**src/pigp_defines.vh**
```
// register indices, field positions, reset values and timing counts for the port block
`ifndef PIGP_DEFINES_VH
`define PIGP_DEFINES_VH

// register indices; byte address is four times the index
`define PIGP_IDX_TWO_PIN_EDGE_POLARITY 6'h2d
`define PIGP_IDX_TWO_PIN_IRQ_ENABLE 6'h2e
`define PIGP_IDX_TWO_PIN_EDGE_FLAG 6'h2f
`define PIGP_IDX_ANALOG_PORT_OUT_DATA 6'h30
`define PIGP_IDX_ANALOG_PORT_PIN_IN 6'h31
`define PIGP_IDX_ANALOG_PORT_DIR 6'h32
`define PIGP_IDX_ANALOG_PORT_DRIVE_SEL 6'h33
`define PIGP_IDX_ANALOG_PORT_PULL_EN 6'h34
`define PIGP_IDX_ANALOG_PORT_PULL_SEL 6'h35

// two-pin port field positions inside an 8-bit register
`define PIGP_TWO_PIN_HI 7
`define PIGP_TWO_PIN_LO 6

// reset values
`define PIGP_RST_TWO_PIN 2'h0
`define PIGP_RST_BYTE 8'h00

// edge filter: consecutive samples of each level
`define PIGP_FILTER_SAMPLES 3'h4

// bus responses
`define PIGP_RESP_OKAY 2'h0
`define PIGP_RESP_SLVERR 2'h2

`endif

```
**src/pigp_port.v**
```verilog
// port block: two-pin edge interrupts and eight-pin analog-shared general purpose port
// Summary of operation
// - per-pin interrupt enable, bits 7 and 6
// - active edge on pin sets its flag
// - writing one clears flag, zero leaves it
// - interrupt when flag and enable both set
// - data read: register if output, pin if input
// - input register reads pins, ignores writes
// - direction bit zero input, one output
// - reads may lag direction change three cycles
// - reduced drive bit only acts on outputs
// - pull enable acts on inputs, off after reset
// - converter channel enabled forces pull off
// - pull select picks up or down device
// - drive and pull select reset to zero
// - polarity bit picks falling or rising edge
// - four passive then four active samples
// - every register cleared on reset
//
// Register access over AXI4-Lite was left to the implementer.
`timescale 1ns/1ps
`default_nettype none
`include "pigp_defines.vh"

module pigp_port #(
    parameter ADDR_W = 8
) (
    input wire clock_i,
    input wire rst_i,
    // axi4-lite slave
    input wire [ADDR_W-1:0] s_axi_awaddr_i,
    input wire [2:0] s_axi_awprot_i,
    input wire s_axi_awvalid_i,
    output wire s_axi_awready_o,
    input wire [31:0] s_axi_wdata_i,
    input wire [3:0] s_axi_wstrb_i,
    input wire s_axi_wvalid_i,
    output wire s_axi_wready_o,
    output reg [1:0] s_axi_bresp_o,
    output reg s_axi_bvalid_o,
    input wire s_axi_bready_i,
    input wire [ADDR_W-1:0] s_axi_araddr_i,
    input wire [2:0] s_axi_arprot_i,
    input wire s_axi_arvalid_i,
    output wire s_axi_arready_o,
    output reg [31:0] s_axi_rdata_o,
    output reg [1:0] s_axi_rresp_o,
    output reg s_axi_rvalid_o,
    input wire s_axi_rready_i,
    // two-pin port inputs, bit 1 is pin 7, bit 0 is pin 6
    input wire [1:0] two_pin_i,
    // analog-shared port pins
    input wire [7:0] analog_port_pin_i,
    output reg [7:0] analog_port_pin_o,
    output reg [7:0] analog_port_pin_oe_o,
    output reg [7:0] analog_port_reduced_drive_o,
    output reg [7:0] analog_port_pull_up_o,
    output reg [7:0] analog_port_pull_down_o,
    // converter channel enables, one per analog-shared pin
    input wire [7:0] analog_converter_chan_en_i,
    output reg irq_o
);

    // register storage
    reg [1:0] two_pin_edge_polarity_reg;
    reg [1:0] two_pin_irq_enable_reg;
    reg [1:0] two_pin_edge_flag_reg;
    reg [1:0] two_pin_edge_flag_next;
    reg [7:0] analog_port_out_data_reg;
    reg [7:0] analog_port_dir_reg;
    reg [7:0] analog_port_drive_sel_reg;
    reg [7:0] analog_port_pull_en_reg;
    reg [7:0] analog_port_pull_sel_reg;
    reg [7:0] pull_up_req_reg;
    reg [7:0] pull_down_req_reg;

    // pin sampling
    reg [7:0] analog_sync1_reg;
    reg [7:0] analog_sync2_reg;
    reg [1:0] two_pin_sync1_reg;
    reg [1:0] two_pin_sync2_reg;

    // edge filter state per two-pin line
    reg [2:0] passive_cnt_reg [0:1];
    reg [2:0] active_cnt_reg [0:1];
    reg [1:0] armed_reg;
    reg [1:0] edge_seen;

    // bus write and read side
    reg aw_full_reg;
    reg [5:0] aw_idx_reg;
    reg w_full_reg;
    reg [31:0] w_data_reg;
    reg [3:0] w_strb_reg;
    wire do_write;
    reg wr_hit;
    reg [1:0] wr_clear;
    reg [1:0] polarity_chg;
    reg [31:0] rd_value;
    reg rd_hit;
    integer k;
    integer j;

    // last count before a line arms or an edge is accepted
    localparam [2:0] FILTER_LAST = `PIGP_FILTER_SAMPLES - 3'h1;

    // register index from a byte address
    function [5:0] reg_index;
        input [ADDR_W-1:0] addr;
        begin
            reg_index = addr[7:2];
        end
    endfunction

    // true when the index names a register of the block
    function idx_mapped;
        input [5:0] idx;
        begin
            idx_mapped = (idx >= `PIGP_IDX_TWO_PIN_EDGE_POLARITY) && (idx <= `PIGP_IDX_ANALOG_PORT_PULL_SEL);
        end
    endfunction

    // read-back mix of data register and sampled pins
    function [7:0] data_view;
        input [7:0] stored;
        input [7:0] pins;
        input [7:0] dir;
        begin
            data_view = (stored & dir) | (pins & ~dir);
        end
    endfunction

    // two-pin field of a bus word
    function [1:0] two_pin_bits;
        input [31:0] word;
        begin
            two_pin_bits = word[`PIGP_TWO_PIN_HI:`PIGP_TWO_PIN_LO];
        end
    endfunction

    // filter sample at the level the polarity bit calls active
    function sample_active;
        input level;
        input polarity;
        begin
            sample_active = (level == polarity);
        end
    endfunction

    // pull may act only on an input pin with its enable set
    function [7:0] pull_allowed;
        input [7:0] en;
        input [7:0] dir;
        begin
            pull_allowed = en & ~dir;
        end
    endfunction

    assign s_axi_awready_o = ~aw_full_reg & ~s_axi_bvalid_o;
    assign s_axi_wready_o = ~w_full_reg & ~s_axi_bvalid_o;
    assign s_axi_arready_o = ~s_axi_rvalid_o;
    assign do_write = aw_full_reg & w_full_reg & ~s_axi_bvalid_o;

    // capture write address and data in either order
    always @(posedge clock_i) begin
        if (rst_i) begin
            aw_full_reg <= 1'b0;
            aw_idx_reg <= 6'h00;
            w_full_reg <= 1'b0;
            w_data_reg <= 32'h00000000;
            w_strb_reg <= 4'h0;
            s_axi_bvalid_o <= 1'b0;
            s_axi_bresp_o <= `PIGP_RESP_OKAY;
        end else begin
            if (s_axi_awvalid_i && s_axi_awready_o) begin
                aw_full_reg <= 1'b1;
                aw_idx_reg <= reg_index(s_axi_awaddr_i);
            end
            if (s_axi_wvalid_i && s_axi_wready_o) begin
                w_full_reg <= 1'b1;
                w_data_reg <= s_axi_wdata_i;
                w_strb_reg <= s_axi_wstrb_i;
            end
            if (do_write) begin
                aw_full_reg <= 1'b0;
                w_full_reg <= 1'b0;
                s_axi_bvalid_o <= 1'b1;
                s_axi_bresp_o <= idx_mapped(aw_idx_reg) ? `PIGP_RESP_OKAY : `PIGP_RESP_SLVERR;
            end else if (s_axi_bvalid_o && s_axi_bready_i) begin
                s_axi_bvalid_o <= 1'b0;
            end
        end
    end

    // write only takes effect when byte lane 0 is enabled
    always @* begin
        wr_hit = do_write & w_strb_reg[0];
        wr_clear = 2'h0;
        polarity_chg = 2'h0;
        if (wr_hit && (aw_idx_reg == `PIGP_IDX_TWO_PIN_EDGE_FLAG)) begin
            wr_clear = two_pin_bits(w_data_reg);
        end
        // a polarity flip swaps active and passive levels of the filter
        if (wr_hit && (aw_idx_reg == `PIGP_IDX_TWO_PIN_EDGE_POLARITY)) begin
            polarity_chg = two_pin_bits(w_data_reg) ^ two_pin_edge_polarity_reg;
        end
    end

    // software registers
    always @(posedge clock_i) begin
        if (rst_i) begin
            two_pin_edge_polarity_reg <= `PIGP_RST_TWO_PIN;
            two_pin_irq_enable_reg <= `PIGP_RST_TWO_PIN;
            analog_port_out_data_reg <= `PIGP_RST_BYTE;
            analog_port_dir_reg <= `PIGP_RST_BYTE;
            analog_port_drive_sel_reg <= `PIGP_RST_BYTE;
            analog_port_pull_en_reg <= `PIGP_RST_BYTE;
            analog_port_pull_sel_reg <= `PIGP_RST_BYTE;
        end else if (wr_hit) begin
            if (aw_idx_reg == `PIGP_IDX_TWO_PIN_EDGE_POLARITY) begin
                two_pin_edge_polarity_reg <= two_pin_bits(w_data_reg);
            end else if (aw_idx_reg == `PIGP_IDX_TWO_PIN_IRQ_ENABLE) begin
                two_pin_irq_enable_reg <= two_pin_bits(w_data_reg);
            end else if (aw_idx_reg == `PIGP_IDX_ANALOG_PORT_OUT_DATA) begin
                analog_port_out_data_reg <= w_data_reg[7:0];
            end else if (aw_idx_reg == `PIGP_IDX_ANALOG_PORT_DIR) begin
                analog_port_dir_reg <= w_data_reg[7:0];
            end else if (aw_idx_reg == `PIGP_IDX_ANALOG_PORT_DRIVE_SEL) begin
                analog_port_drive_sel_reg <= w_data_reg[7:0];
            end else if (aw_idx_reg == `PIGP_IDX_ANALOG_PORT_PULL_EN) begin
                analog_port_pull_en_reg <= w_data_reg[7:0];
            end else if (aw_idx_reg == `PIGP_IDX_ANALOG_PORT_PULL_SEL) begin
                analog_port_pull_sel_reg <= w_data_reg[7:0];
            end
            // pin input register: writes fall through with no effect
        end
    end

    // two-stage pin sampling, source of the read lag
    always @(posedge clock_i) begin
        if (rst_i) begin
            analog_sync1_reg <= `PIGP_RST_BYTE;
            analog_sync2_reg <= `PIGP_RST_BYTE;
            two_pin_sync1_reg <= `PIGP_RST_TWO_PIN;
            two_pin_sync2_reg <= `PIGP_RST_TWO_PIN;
        end else begin
            analog_sync1_reg <= analog_port_pin_i;
            analog_sync2_reg <= analog_sync1_reg;
            two_pin_sync1_reg <= two_pin_i;
            two_pin_sync2_reg <= two_pin_sync1_reg;
        end
    end

    // edge filter: level equal to polarity bit is active
    always @* begin
        for (j = 0; j < 2; j = j + 1) begin
            edge_seen[j] = armed_reg[j] & sample_active(two_pin_sync2_reg[j], two_pin_edge_polarity_reg[j])
                & (active_cnt_reg[j] == FILTER_LAST);
        end
    end

    always @(posedge clock_i) begin
        if (rst_i) begin
            for (k = 0; k < 2; k = k + 1) begin
                passive_cnt_reg[k] <= 3'h0;
                active_cnt_reg[k] <= 3'h0;
            end
            armed_reg <= 2'h0;
        end else begin
            for (k = 0; k < 2; k = k + 1) begin
                if (polarity_chg[k]) begin
                    // old samples no longer count, no false edge
                    passive_cnt_reg[k] <= 3'h0;
                    active_cnt_reg[k] <= 3'h0;
                    armed_reg[k] <= 1'b0;
                end else if (sample_active(two_pin_sync2_reg[k], two_pin_edge_polarity_reg[k])) begin
                    passive_cnt_reg[k] <= 3'h0;
                    if (edge_seen[k]) begin
                        armed_reg[k] <= 1'b0;
                        active_cnt_reg[k] <= 3'h0;
                    end else if (armed_reg[k]) begin
                        active_cnt_reg[k] <= active_cnt_reg[k] + 3'h1;
                    end
                end else begin
                    active_cnt_reg[k] <= 3'h0;
                    if (passive_cnt_reg[k] == FILTER_LAST) begin
                        armed_reg[k] <= 1'b1;
                    end else begin
                        passive_cnt_reg[k] <= passive_cnt_reg[k] + 3'h1;
                    end
                end
            end
        end
    end

    // sticky flags, a new edge wins over a clear in the same cycle
    always @* begin
        two_pin_edge_flag_next = (two_pin_edge_flag_reg & ~wr_clear) | edge_seen;
    end

    always @(posedge clock_i) begin
        if (rst_i) begin
            two_pin_edge_flag_reg <= `PIGP_RST_TWO_PIN;
            irq_o <= 1'b0;
        end else begin
            two_pin_edge_flag_reg <= two_pin_edge_flag_next;
            irq_o <= |(two_pin_edge_flag_next & two_pin_irq_enable_reg);
        end
    end

    // pin drivers
    always @(posedge clock_i) begin
        if (rst_i) begin
            analog_port_pin_o <= `PIGP_RST_BYTE;
            analog_port_pin_oe_o <= `PIGP_RST_BYTE;
            analog_port_reduced_drive_o <= `PIGP_RST_BYTE;
            pull_up_req_reg <= `PIGP_RST_BYTE;
            pull_down_req_reg <= `PIGP_RST_BYTE;
        end else begin
            analog_port_pin_o <= analog_port_out_data_reg;
            analog_port_pin_oe_o <= analog_port_dir_reg;
            analog_port_reduced_drive_o <= analog_port_drive_sel_reg & analog_port_dir_reg;
            pull_up_req_reg <= pull_allowed(analog_port_pull_en_reg, analog_port_dir_reg)
                & ~analog_port_pull_sel_reg;
            pull_down_req_reg <= pull_allowed(analog_port_pull_en_reg, analog_port_dir_reg)
                & analog_port_pull_sel_reg;
        end
    end

    // converter channel blocks pulls at once, not a cycle late
    always @* begin
        analog_port_pull_up_o = pull_up_req_reg & ~analog_converter_chan_en_i;
        analog_port_pull_down_o = pull_down_req_reg & ~analog_converter_chan_en_i;
    end

    // read decode
    always @* begin
        rd_value = 32'h00000000;
        rd_hit = 1'b1;
        if (reg_index(s_axi_araddr_i) == `PIGP_IDX_TWO_PIN_EDGE_POLARITY) begin
            rd_value[`PIGP_TWO_PIN_HI:`PIGP_TWO_PIN_LO] = two_pin_edge_polarity_reg;
        end else if (reg_index(s_axi_araddr_i) == `PIGP_IDX_TWO_PIN_IRQ_ENABLE) begin
            rd_value[`PIGP_TWO_PIN_HI:`PIGP_TWO_PIN_LO] = two_pin_irq_enable_reg;
        end else if (reg_index(s_axi_araddr_i) == `PIGP_IDX_TWO_PIN_EDGE_FLAG) begin
            rd_value[`PIGP_TWO_PIN_HI:`PIGP_TWO_PIN_LO] = two_pin_edge_flag_reg;
        end else if (reg_index(s_axi_araddr_i) == `PIGP_IDX_ANALOG_PORT_OUT_DATA) begin
            rd_value[7:0] = data_view(analog_port_out_data_reg, analog_sync2_reg, analog_port_dir_reg);
        end else if (reg_index(s_axi_araddr_i) == `PIGP_IDX_ANALOG_PORT_PIN_IN) begin
            rd_value[7:0] = analog_sync2_reg;
        end else if (reg_index(s_axi_araddr_i) == `PIGP_IDX_ANALOG_PORT_DIR) begin
            rd_value[7:0] = analog_port_dir_reg;
        end else if (reg_index(s_axi_araddr_i) == `PIGP_IDX_ANALOG_PORT_DRIVE_SEL) begin
            rd_value[7:0] = analog_port_drive_sel_reg;
        end else if (reg_index(s_axi_araddr_i) == `PIGP_IDX_ANALOG_PORT_PULL_EN) begin
            rd_value[7:0] = analog_port_pull_en_reg;
        end else if (reg_index(s_axi_araddr_i) == `PIGP_IDX_ANALOG_PORT_PULL_SEL) begin
            rd_value[7:0] = analog_port_pull_sel_reg;
        end else begin
            rd_hit = 1'b0;
        end
    end

    always @(posedge clock_i) begin
        if (rst_i) begin
            s_axi_rvalid_o <= 1'b0;
            s_axi_rdata_o <= 32'h00000000;
            s_axi_rresp_o <= `PIGP_RESP_OKAY;
        end else if (s_axi_arvalid_i && s_axi_arready_o) begin
            s_axi_rvalid_o <= 1'b1;
            s_axi_rdata_o <= rd_value;
            s_axi_rresp_o <= rd_hit ? `PIGP_RESP_OKAY : `PIGP_RESP_SLVERR;
        end else if (s_axi_rvalid_o && s_axi_rready_i) begin
            s_axi_rvalid_o <= 1'b0;
        end
    end

endmodule
`default_nettype wire

```
**config.mk**
```make
export PLATFORM = sky130hd
export DESIGN_NAME = pigp_port
export DESIGN_NICKNAME = d
export VERILOG_FILES = /design/src/pigp_port.v
export VERILOG_INCLUDE_DIRS = /design/src
export SDC_FILE = /design/constraint.sdc
export NUM_CORES = 1
export LEC_CHECK = 0
export ABC_AREA = 1
export BUFFER_PORTS_ARGS = -buffer_cell sky130_fd_sc_hd__buf_2
export CORE_UTILIZATION = 43
export DETAILED_ROUTE_END_ITERATION = 16
export PLACE_DENSITY = 0.68
export SYNTH_ARGS = -nofsm -noshare
export SYNTH_HDL_FRONTEND = slang
export SYNTH_SLANG_ARGS = --single-unit
```
**constraint.sdc**
```tcl
create_clock -name clock_i -period 4.3 [get_ports clock_i]
set_clock_uncertainty 0.15 [all_clocks]
set_input_delay 0 -clock clock_i [delete_from_list [all_inputs] [get_ports clock_i]]
set_output_delay 0 -clock clock_i [all_outputs]
set_load 0.05 [all_outputs]
```
Yosys cells after proc, flatten, opt, wreduce, memory -nomap -nowiden
Memory sizes are Yosys's and may differ from the RTL's.
Index checks and enable logic that the tools add are counted.
{"block": "word_totals", "register_bits": 140, "mem_bits_rw": 12, "out_inout_bits": 82, "word_cells": 243, "mem_count": 2}
{"block": "op_classes", "addsub": 4, "n_lt_le_gt_ge": 2, "n_eq_ne": 25, "n_mux": 105, "bitwise_logic": 50, "n_reduce_logical": 25}
{"memory": "active_cnt_reg", "depth": 2, "width": 3, "read_ports": 2, "rd_clocked_by_memory_dff": 0, "wr": 2, "line": "pigp_port.v:85", "text": "reg [2:0] active_cnt_reg [0:1];"}
{"memory": "passive_cnt_reg", "depth": 2, "width": 3, "read_ports": 2, "rd_clocked_by_memory_dff": 0, "wr": 2, "line": "pigp_port.v:84", "text": "reg [2:0] passive_cnt_reg [0:1];"}
{"op": "== test 6 bit (second input constant)", "n": 17}
{"op": "two-way mux 1 bit", "n": 75}
{"op": "bitwise AND 8 bit", "n": 8}
{"op": "two-way mux 8 bit", "n": 6}
{"op": "two-way mux 3 bit", "n": 14}
{"op": "NOT 8 bit", "n": 3}
{"op": "two-way mux 6 bit", "n": 3}
{"op": "two-way mux 2 bit", "n": 7}
{"op": "bitwise OR 1 bit", "n": 14}
{"op": "adder 3 x 1 -> 3 bit (second input constant)", "n": 4}
{"op": "== test 3 x 2 -> 1 bit (second input constant)", "n": 4}
{"op": "NOT 1 bit", "n": 10}
{"op": "bitwise AND 1 bit", "n": 9}
{"op": "logical AND 1 bit", "n": 8}
{"op": "bitwise OR 8 bit", "n": 1}
{"op": "AND reduction 8 bit", "n": 1}
{"op": "nonzero test 2 bit", "n": 4}
{"op": "OR reduction 2 bit", "n": 4}
{"op": "AND reduction 7 bit", "n": 1}
{"op": ">= comparator 6 bit (second input constant)", "n": 1}
{"op": "<= comparator 6 bit (second input constant)", "n": 1}
{"op": "AND reduction 2 bit", "n": 3}
{"op": "AND reduction 6 bit", "n": 1}
{"op": "AND reduction 5 bit", "n": 1}
{"op": "8 further kinds", "n": 11}

Longest topological paths before layout
Gate-level depths: netlist of the first run.
{"block": "logic_depth", "word_depth": 12, "depth_mapped": 11, "mapped_depth_nobuf": 11}

Worst setup path before layout of the first run
Ideal clock, no wire load.
{"block": "synth_path", "path_kind": "register to register", "from": "register s_axi_bvalid_o", "to": "register w_data_reg[7]", "t_arrival_ps": 1980, "slack_ps": 2043, "stages_incl_launch_ff": 6, "n_path_buf": 1, "synth_period_minus_slack_ps": 2257, "path_cell_list": "dfxtp_1 > nor2_1 > nand2_1 > clkbuf_1 > o21ai_0 > a21oi_1"}
{"block": "synth_via", "elab_chain_cells": 3}
{"item": "from (decl)", "line": "pigp_port.v:40", "text": "output reg s_axi_bvalid_o,"}
{"item": "from (signal assigned)", "line": "pigp_port.v:172", "text": "s_axi_bvalid_o <= 1'b0;"}
{"item": "from (signal assigned)", "line": "pigp_port.v:187", "text": "s_axi_bvalid_o <= 1'b1;"}
{"item": "from (signal assigned)", "line": "pigp_port.v:190", "text": "s_axi_bvalid_o <= 1'b0;"}
{"item": "NOT 1 bit", "line": "pigp_port.v:160", "text": "assign s_axi_wready_o = ~w_full_reg & ~s_axi_bvalid_o;"}
{"item": "bitwise AND 1 bit", "line": "pigp_port.v:160"}
{"item": "via s_axi_wready_o", "line": "pigp_port.v:38", "text": "output wire s_axi_wready_o,"}
{"item": "logical AND 1 bit", "line": "pigp_port.v:179", "text": "if (s_axi_wvalid_i && s_axi_wready_o) begin"}
{"item": "to (signal assigned)", "line": "pigp_port.v:181", "text": "w_data_reg <= s_axi_wdata_i;"}
{"item": "to (decl)", "line": "pigp_port.v:93", "text": "reg [31:0] w_data_reg;"}
The timed path passes the listed nets, and every way through them passes these cells.
A chain may end at the register's enable or synchronous reset.

Worst setup path after layout of the first run
{"block": "layout_path", "from": "register aw_full_reg", "to": "register aw_idx_reg[1]"}
{"block": "layout_via", "elab_chain_cells": 3}
{"item": "from (decl)", "line": "pigp_port.v:90", "text": "reg aw_full_reg;"}
{"item": "from (signal assigned)", "line": "pigp_port.v:167", "text": "aw_full_reg <= 1'b0;"}
{"item": "from (signal assigned)", "line": "pigp_port.v:176", "text": "aw_full_reg <= 1'b1;"}
{"item": "from (signal assigned)", "line": "pigp_port.v:185", "text": "aw_full_reg <= 1'b0;"}
{"item": "NOT 1 bit", "line": "pigp_port.v:159", "text": "assign s_axi_awready_o = ~aw_full_reg & ~s_axi_bvalid_o;"}
{"item": "bitwise AND 1 bit", "line": "pigp_port.v:159"}
{"item": "logical AND 1 bit", "line": "pigp_port.v:175", "text": "if (s_axi_awvalid_i && s_axi_awready_o) begin"}
{"item": "to (signal assigned)", "line": "pigp_port.v:177", "text": "aw_idx_reg <= reg_index(s_axi_awaddr_i);"}
{"item": "to (decl)", "line": "pigp_port.v:91", "text": "reg [5:0] aw_idx_reg;"}
No other way between the ends.

==> impl_metrics.ini, run 1 <==
[outcome]
status = completed

[logic_synthesis]
ys_async_sr_fraction = 0
syn-cell-area_sq_mm = 0.00606
synth_compound_area_frac = 0.141
synth-xor-area-share = 0.00578
synth_cells = 748
synth_top_family_by_area = simple AND/OR/NAND/NOR gates
synth_seq_cells = 150
synthAdderAreaFrac = 0.0165
synthTopCellsByArea = dfxtp_1, nor2_1, inv_1
syn_avg_cell_area_sq_um = 8.10
synth_top_area_share = 0.456
ys_warn_count = 0
synth_edf_count = 12
ys_types = 38
synthMuxAreaShare = 0
ys_seq_area_frac = 0.516
synth_top_cell_by_area = dfxtp_1
synth-main-ff-cell = dfxtp_1
synth-simple-area-share = 0.194

[sta]
max_slew.worst_pin.slew_ns = 0.914
period_share = 0.554
final_max_slew_viol_count = 0
rsz0062_at_grt = no
layout_setup_ws_ns = 1.92
relSlewSlack = 0.388
max_freq_mhz = 419
fin_tns_setup_ns = 0
hold_viol = 0
setup-violations-final = 0
fin_crit_ns = 2.38

[die]
coreArea_sq_mm = 0.0138
initial_core_util = 0.438
die_h_um = 121
io_pins = 165
dieArea_sq_mm = 0.0146
rows = 43
die_w_um = 121

[finish]
area_delta_synth_final_pct = 24.1
nFillCells = 1312
utilization = 0.543
diodes = 0
layout.nets = 976
mostFrequentLayoutCell = dfxtp_1
drive_above_1_share = 0.172
fin_cells = 1074
final_cell_mix = dfxtp_1, nor2_1, inv_1, buf_2, a21oi_1

[critical_path]
cpMostUsedCell = dlygate4sd3_1
max_stage_delay_ns = 0.59
critPathCaptureType = flop
path_cells = nor2_1 > nand2_1 > o21ai_0 > dlygate4sd3_1 > a21oi_1 > dlygate4sd3_1
cp.required_ns = 4.46
crit_buf_inv = 2
start_kind = flop
cp.arrival_ns = 2.54
crit_slowest_cell = dlygate4sd3_1
cp_max_fo = 11
crit_family = buffers and inverters
crit_type = flop to flop

[clock_network]
cts.sinks = 150
cts_made_buffers = 17
cts_buffer_depth = 2
clk_latency_ns = 0.42
cts-htree-levels = 4
path_clk_slew_ns = 0.06
post_cts_buffers = 0
cts_tree = built
cts_root_buf = clkbuf_16
ctsResizeCount = 0

[power]
power.leakage_uw = 0.00333
vdd_drop_max_v = 0.000325
power_density_mw_per_mm2 = 417
power_uw = 3130

[placed_design]
place_inst = 1008
pre_cts_slack_ns = 2.39
routabilityCongestion = 0.862
dp_hpwl_um = 9110
io_buffers = 101

[drt]
ant_nets = 0
vias_per_cell = 4.72
first_iter_violations = 274
drt_first_pass_iters = 6
drc = 0
routed_wl_um = 13800
via_count = 5074
wl_per_cell_um = 12.8

[global_route]
grt_overflow = 0
grt_pass1_wl_um = 21900
grt_max_degree = 86
grt_use_total = 0.197
antenna_found_initial = 0
first_global_vias = 4488

[job]
maxCapViolCount = 0

[min_path]
min_path_type = input port to flop
## worst min-delay path, delay by kind of cell
family / cells / cell delay, ns
AOI/OAI and AO/OA: 1 / 0.13
and+or+nand+nor: 2 / 0.32
buffers and inverters: 1 / 0.10
## cells by family after synthesis
kind of cell    after synthesis
other cells                   1
compound gates              157
xor+xnor                      4
simple gates                259
flops                       150
buf+inv                     169
fa+ha+maj                     8
## stage by stage
stage          hold WS, ns  area, sq um
2_1_floorplan      -0.0584         6150
5_1_grt             0.0459         7510
3_5_place_dp        0.0366         6580
6_report        0.00000161         7510
3_3_place_gp        0.0267         6580
4_1_cts           0.000974         7510
## power breakdown
group / total, uW / internal, uW / leakage [uW] / switching [uW]
combinational: 253 / 74.2 / 0.00180 / 179
clock: 1420 / 893 / 0.000272 / 526
sequential: 1460 / 1440 / 0.00126 / 19.7
total: 3130 / 2410 / 0.00333 / 724
## synth_stat cells (2+ instances only)
cell      instances
edfxtp_1         12
nand4_1           5
nor3_4            2
inv_1           117
nand2_1          65
inv_2             4
a21oi_1          73
dfxtp_1         138
o22ai_1           7
o21ai_1           4
nor2_1          130
o21ai_0          52
ha_1              8
buf_4            27
clkbuf_1         16
nand3_1          18
nor2_2            6
a211oi_1         11
o211ai_1          5
buf_6             4
nor2_4            3
xor2_1            4
nand3_2           3
nand2_2           4
nor4_1           17
## final cells by class
type | instances | area [sq um] | area share
clock buffer | 21 | 440 | 0.0586
clock inverter | 7 | 110 | 0.0147
inverter | 121 | 454 | 0.0604
multi-input combinational | 454 | 2260 | 0.301
sequential | 150 | 3120 | 0.416
tap | 180 | 225 | 0.0300
timing repair buffer | 141 | 901 | 0.120
## routing by layer
metal	track usage	vias to the layer above	routed length, um
met5	0	-	0
met4	0.0787	0	208
met3	0.0392	13	620
met2	0.311	138	6420
met1	0.263	2298	6510
li1	-	2625	-
## final timing paths
check	start	depth (start not counted)	slack (ns)	end
max	aw_full_reg	6	1.92	aw_idx_reg[1]
max reg2reg	aw_full_reg	6	1.92	aw_idx_reg[1]
min	s_axi_awvalid_i	4	0.000002	aw_idx_reg[3]
min reg2reg	two_pin_sync1_reg[0]	2	0.25	two_pin_sync2_reg[0]
## repair_timing
item | 4_1_cts | 5_1_grt
endpoints found under the setup margin | 0 | 0
hold buffers | 38 | 0
hold endpoints to repair | 29 | 0
No activity file was read; power rests on OpenSTA's default activity.
==> run 2, diff against run 1 <==
--- a/config.mk
+++ b/config.mk
@@ -6,11 +6,11 @@
 export SDC_FILE = /design/constraint.sdc
 export NUM_CORES = 1
 export LEC_CHECK = 0
-export ABC_AREA = 1
+export ABC_AREA = 0
 export BUFFER_PORTS_ARGS = -buffer_cell sky130_fd_sc_hd__buf_2
 export CORE_UTILIZATION = 43
 export DETAILED_ROUTE_END_ITERATION = 16
-export PLACE_DENSITY = 0.68
+export PLACE_DENSITY = 0.7
 export SYNTH_ARGS = -nofsm -noshare
 export SYNTH_HDL_FRONTEND = slang
 export SYNTH_SLANG_ARGS = --single-unit
==> constraint.sdc (replaced) <==
create_clock -name clock_i -period 2 [get_ports clock_i]
set_clock_uncertainty 0.15 [all_clocks]
set_input_delay 0 -clock clock_i [delete_from_list [all_inputs] [get_ports clock_i]]
set_output_delay 0 -clock clock_i [all_outputs]
set_load 0.05 [all_outputs]
==> run 2 against run 1 <==
Against the previous run:
- clock-buffer cell count rose by 3
- wire length decreased by 1.4%
- combinational power grew 120%
- utilization increased by 4.2 points
- global-route usage decreased by 0.37 points
- register-to-register slack worse by 1.8 ns
- area after synthesis fell by 0.27%
- via count is 8.0% lower
- critical path depth unchanged
- setup slack got worse by 1.8 ns
- critical path type unchanged
- largest cell class unchanged
==> impl_metrics.ini, run 2 <==
[placed_design]
dp_hpwl_um = 9190
place_inst = 878
io_buffers = 101
routabilityCongestion = 0.846

[finish]
utilization = 0.586
diodes = 0
fin_cells = 952
mostFrequentLayoutCell = dfxtp_1
final_cell_mix = dfxtp_1, buf_2, nor2_1, mux2i_1, nor2b_1
drive_above_1_share = 0.220
area_delta_synth_final_pct = 30.4
regArea_sq_mm = 0.00313
layout.nets = 854
nFillCells = 1182
multi_input_area_sq_mm = 0.00270

[logic_synthesis]
ys_seq_area_frac = 0.517
ys_types = 49
synth_cells = 602
syn_avg_cell_area_sq_um = 10.0
synth_top_area_share = 0.457
yosys.cell_count.top_type = dfxtp_1
ys_warn_count = 0
ys_async_sr_fraction = 0
synth_seq_cells = 150
synth-main-ff-cell = dfxtp_1
synth_top_cell_by_area = dfxtp_1
syn-cell-area_sq_mm = 0.00604
synthTopCellsByArea = dfxtp_1, mux2i_1, edfxtp_1
synth_edf_count = 12
yosys-top-cells-count = dfxtp_1, nor2_1, mux2i_1, nor2b_1, nand2_1

[sta]
rsz0062_at_grt = yes
final_max_slew_viol_count = 0
hold_viol = 0
period_share = 0.961
setup-violations-final = 0
max_freq_mhz = 520
fin_tns_setup_ns = 0
fin_crit_ns = 1.92

[die]
dieArea_sq_mm = 0.0145
die_h_um = 121
die_w_um = 121
initial_core_util = 0.449
io_pins = 165
rows = 42
coreArea_sq_mm = 0.0135

[clock_network]
path_clk_slew_ns = 0.06
cts_buffer_depth = 2
cts.sinks = 150
cts_made_buffers = 17
cts-htree-levels = 4
clk_latency_ns = 0.42
cts_tree = built
cts_root_buf = clkbuf_16

[global_route]
antenna_found_initial = 0
grt_overflow = 0
grt_pass1_wl_um = 21400
first_global_vias = 4478
grt_use_total = 0.193
grt_max_degree = 50

[critical_path]
ff2ff_setup_slack_ns = 0.08
cp.required_ns = 2.16
r2r_cells = 6
reg2reg_to = analog_port_out_data_reg[1]
critPathCaptureType = flop
setup.worst_path.start = aw_idx_reg[3]
critPathCapture = analog_port_out_data_reg[1]
crit_type = flop to flop
start_kind = flop
cp_max_fo = 6
rr_startpoint = aw_idx_reg[3]
cp.arrival_ns = 2.09

[drt]
drc = 0
routed_wl_um = 13600
via_count = 4668
drt_first_pass_iters = 4
vias_per_cell = 4.90
wl_per_cell_um = 14.2
ant_nets = 0
first_iter_violations = 237

[power]
cellInternalPower_uw = 5310
vdd_drop_max_v = 0.000560
power_density_mw_per_mm2 = 879
clkPwrFrac = 0.467
power.leakage_uw = 0.00338
pwr-share-comb = 0.082
switchingPower_uw = 1620
sw_frac_of_total = 0.233
seqPwrFrac = 0.451

[min_path]
min_path_type = input port to flop

[outcome]
status = completed

[job]
maxCapViolCount = 0
## run 2: layer usage
metal  vias up  wire, um  global-route usage
met4         0       353              0.0941
li1       2335         -                   -
met3        26       784              0.0453
met5         -         0                   0
met1      2142      5820               0.226
met2       165      6610               0.330
## run 2: worst max-delay path, stage by stage, from the launching register on
cell      delay [ns]
dfxtp_1         0.32
nand3b_1        0.22
or3_4           0.42
nor3_4          0.26
buf_12          0.17
mux2i_1         0.23
nor2_1          0.05
## run 2: through the flow
stage | power, uW | worst slack [ns] | hold WS, ns | area [sq um]
2_1_floorplan | 3570 | -0.0268 | -0.0499 | 6150
3_3_place_gp | 3660 | 0.112 | 0.0409 | 6820
3_5_place_dp | 3680 | 0.0646 | 0.0608 | 6820
4_1_cts | 6960 | 0.0223 | 0.0231 | 7860
5_1_grt | 7160 | -0.0430 | 0.0672 | 7880
6_report | 6930 | 0.0781 | 0.0118 | 7880
## run 2: what timing repair did
item,4_1_cts,5_1_grt
buffers inserted,0,1
endpoints found under the hold margin,41,0
endpoints found under the setup margin,0,29
hold buffers,43,0
resized for setup,0,8
## run 2: worst min path at each step
stage	from	endpoint	slack, ns	cells past startpoint
after CTS	s_axi_wvalid_i	w_strb_reg[0]	0.02	4
after global placement	s_axi_rready_i	s_axi_rvalid_o	0.04	2
after detailed placement	s_axi_rready_i	s_axi_rvalid_o	0.06	2
final	s_axi_wvalid_i	w_full_reg	0.01	3
after floorplan	s_axi_rready_i	s_axi_rvalid_o	-0.05	1
after global routing	s_axi_wvalid_i	w_full_reg	0.07	3
## run 2: cell type report
cell class / instances / share of cell area
flip-flops and latches: 150 / 0.397
multi-input cells: 412 / 0.342
repair buffers: 171 / 0.150
clock buffers: 24 / 0.0638
well taps: 176 / 0.0280
clock inverters: 8 / 0.0137
inverters: 11 / 0.00524
## run 2: logic make-up after synthesis
logic type,synth area share
muxes,0.121
DFF,0.517
adders and majority gates,0.0166
and+or+nand+nor,0.211
xor gates and xnor gates,0.00870
other,0.000621
AOI/OAI and AO/OA,0.0684
buffers and inverters,0.0570
## run 2: power by group through the flow
stage | clock (uW) | combinational, uW | sequential (uW)
2_1_floorplan | 0 | 370 | 3200
3_3_place_gp | 0 | 479 | 3180
3_5_place_dp | 0 | 491 | 3190
4_1_cts | 3270 | 561 | 3120
5_1_grt | 3410 | 616 | 3130
6_report | 3230 | 569 | 3120
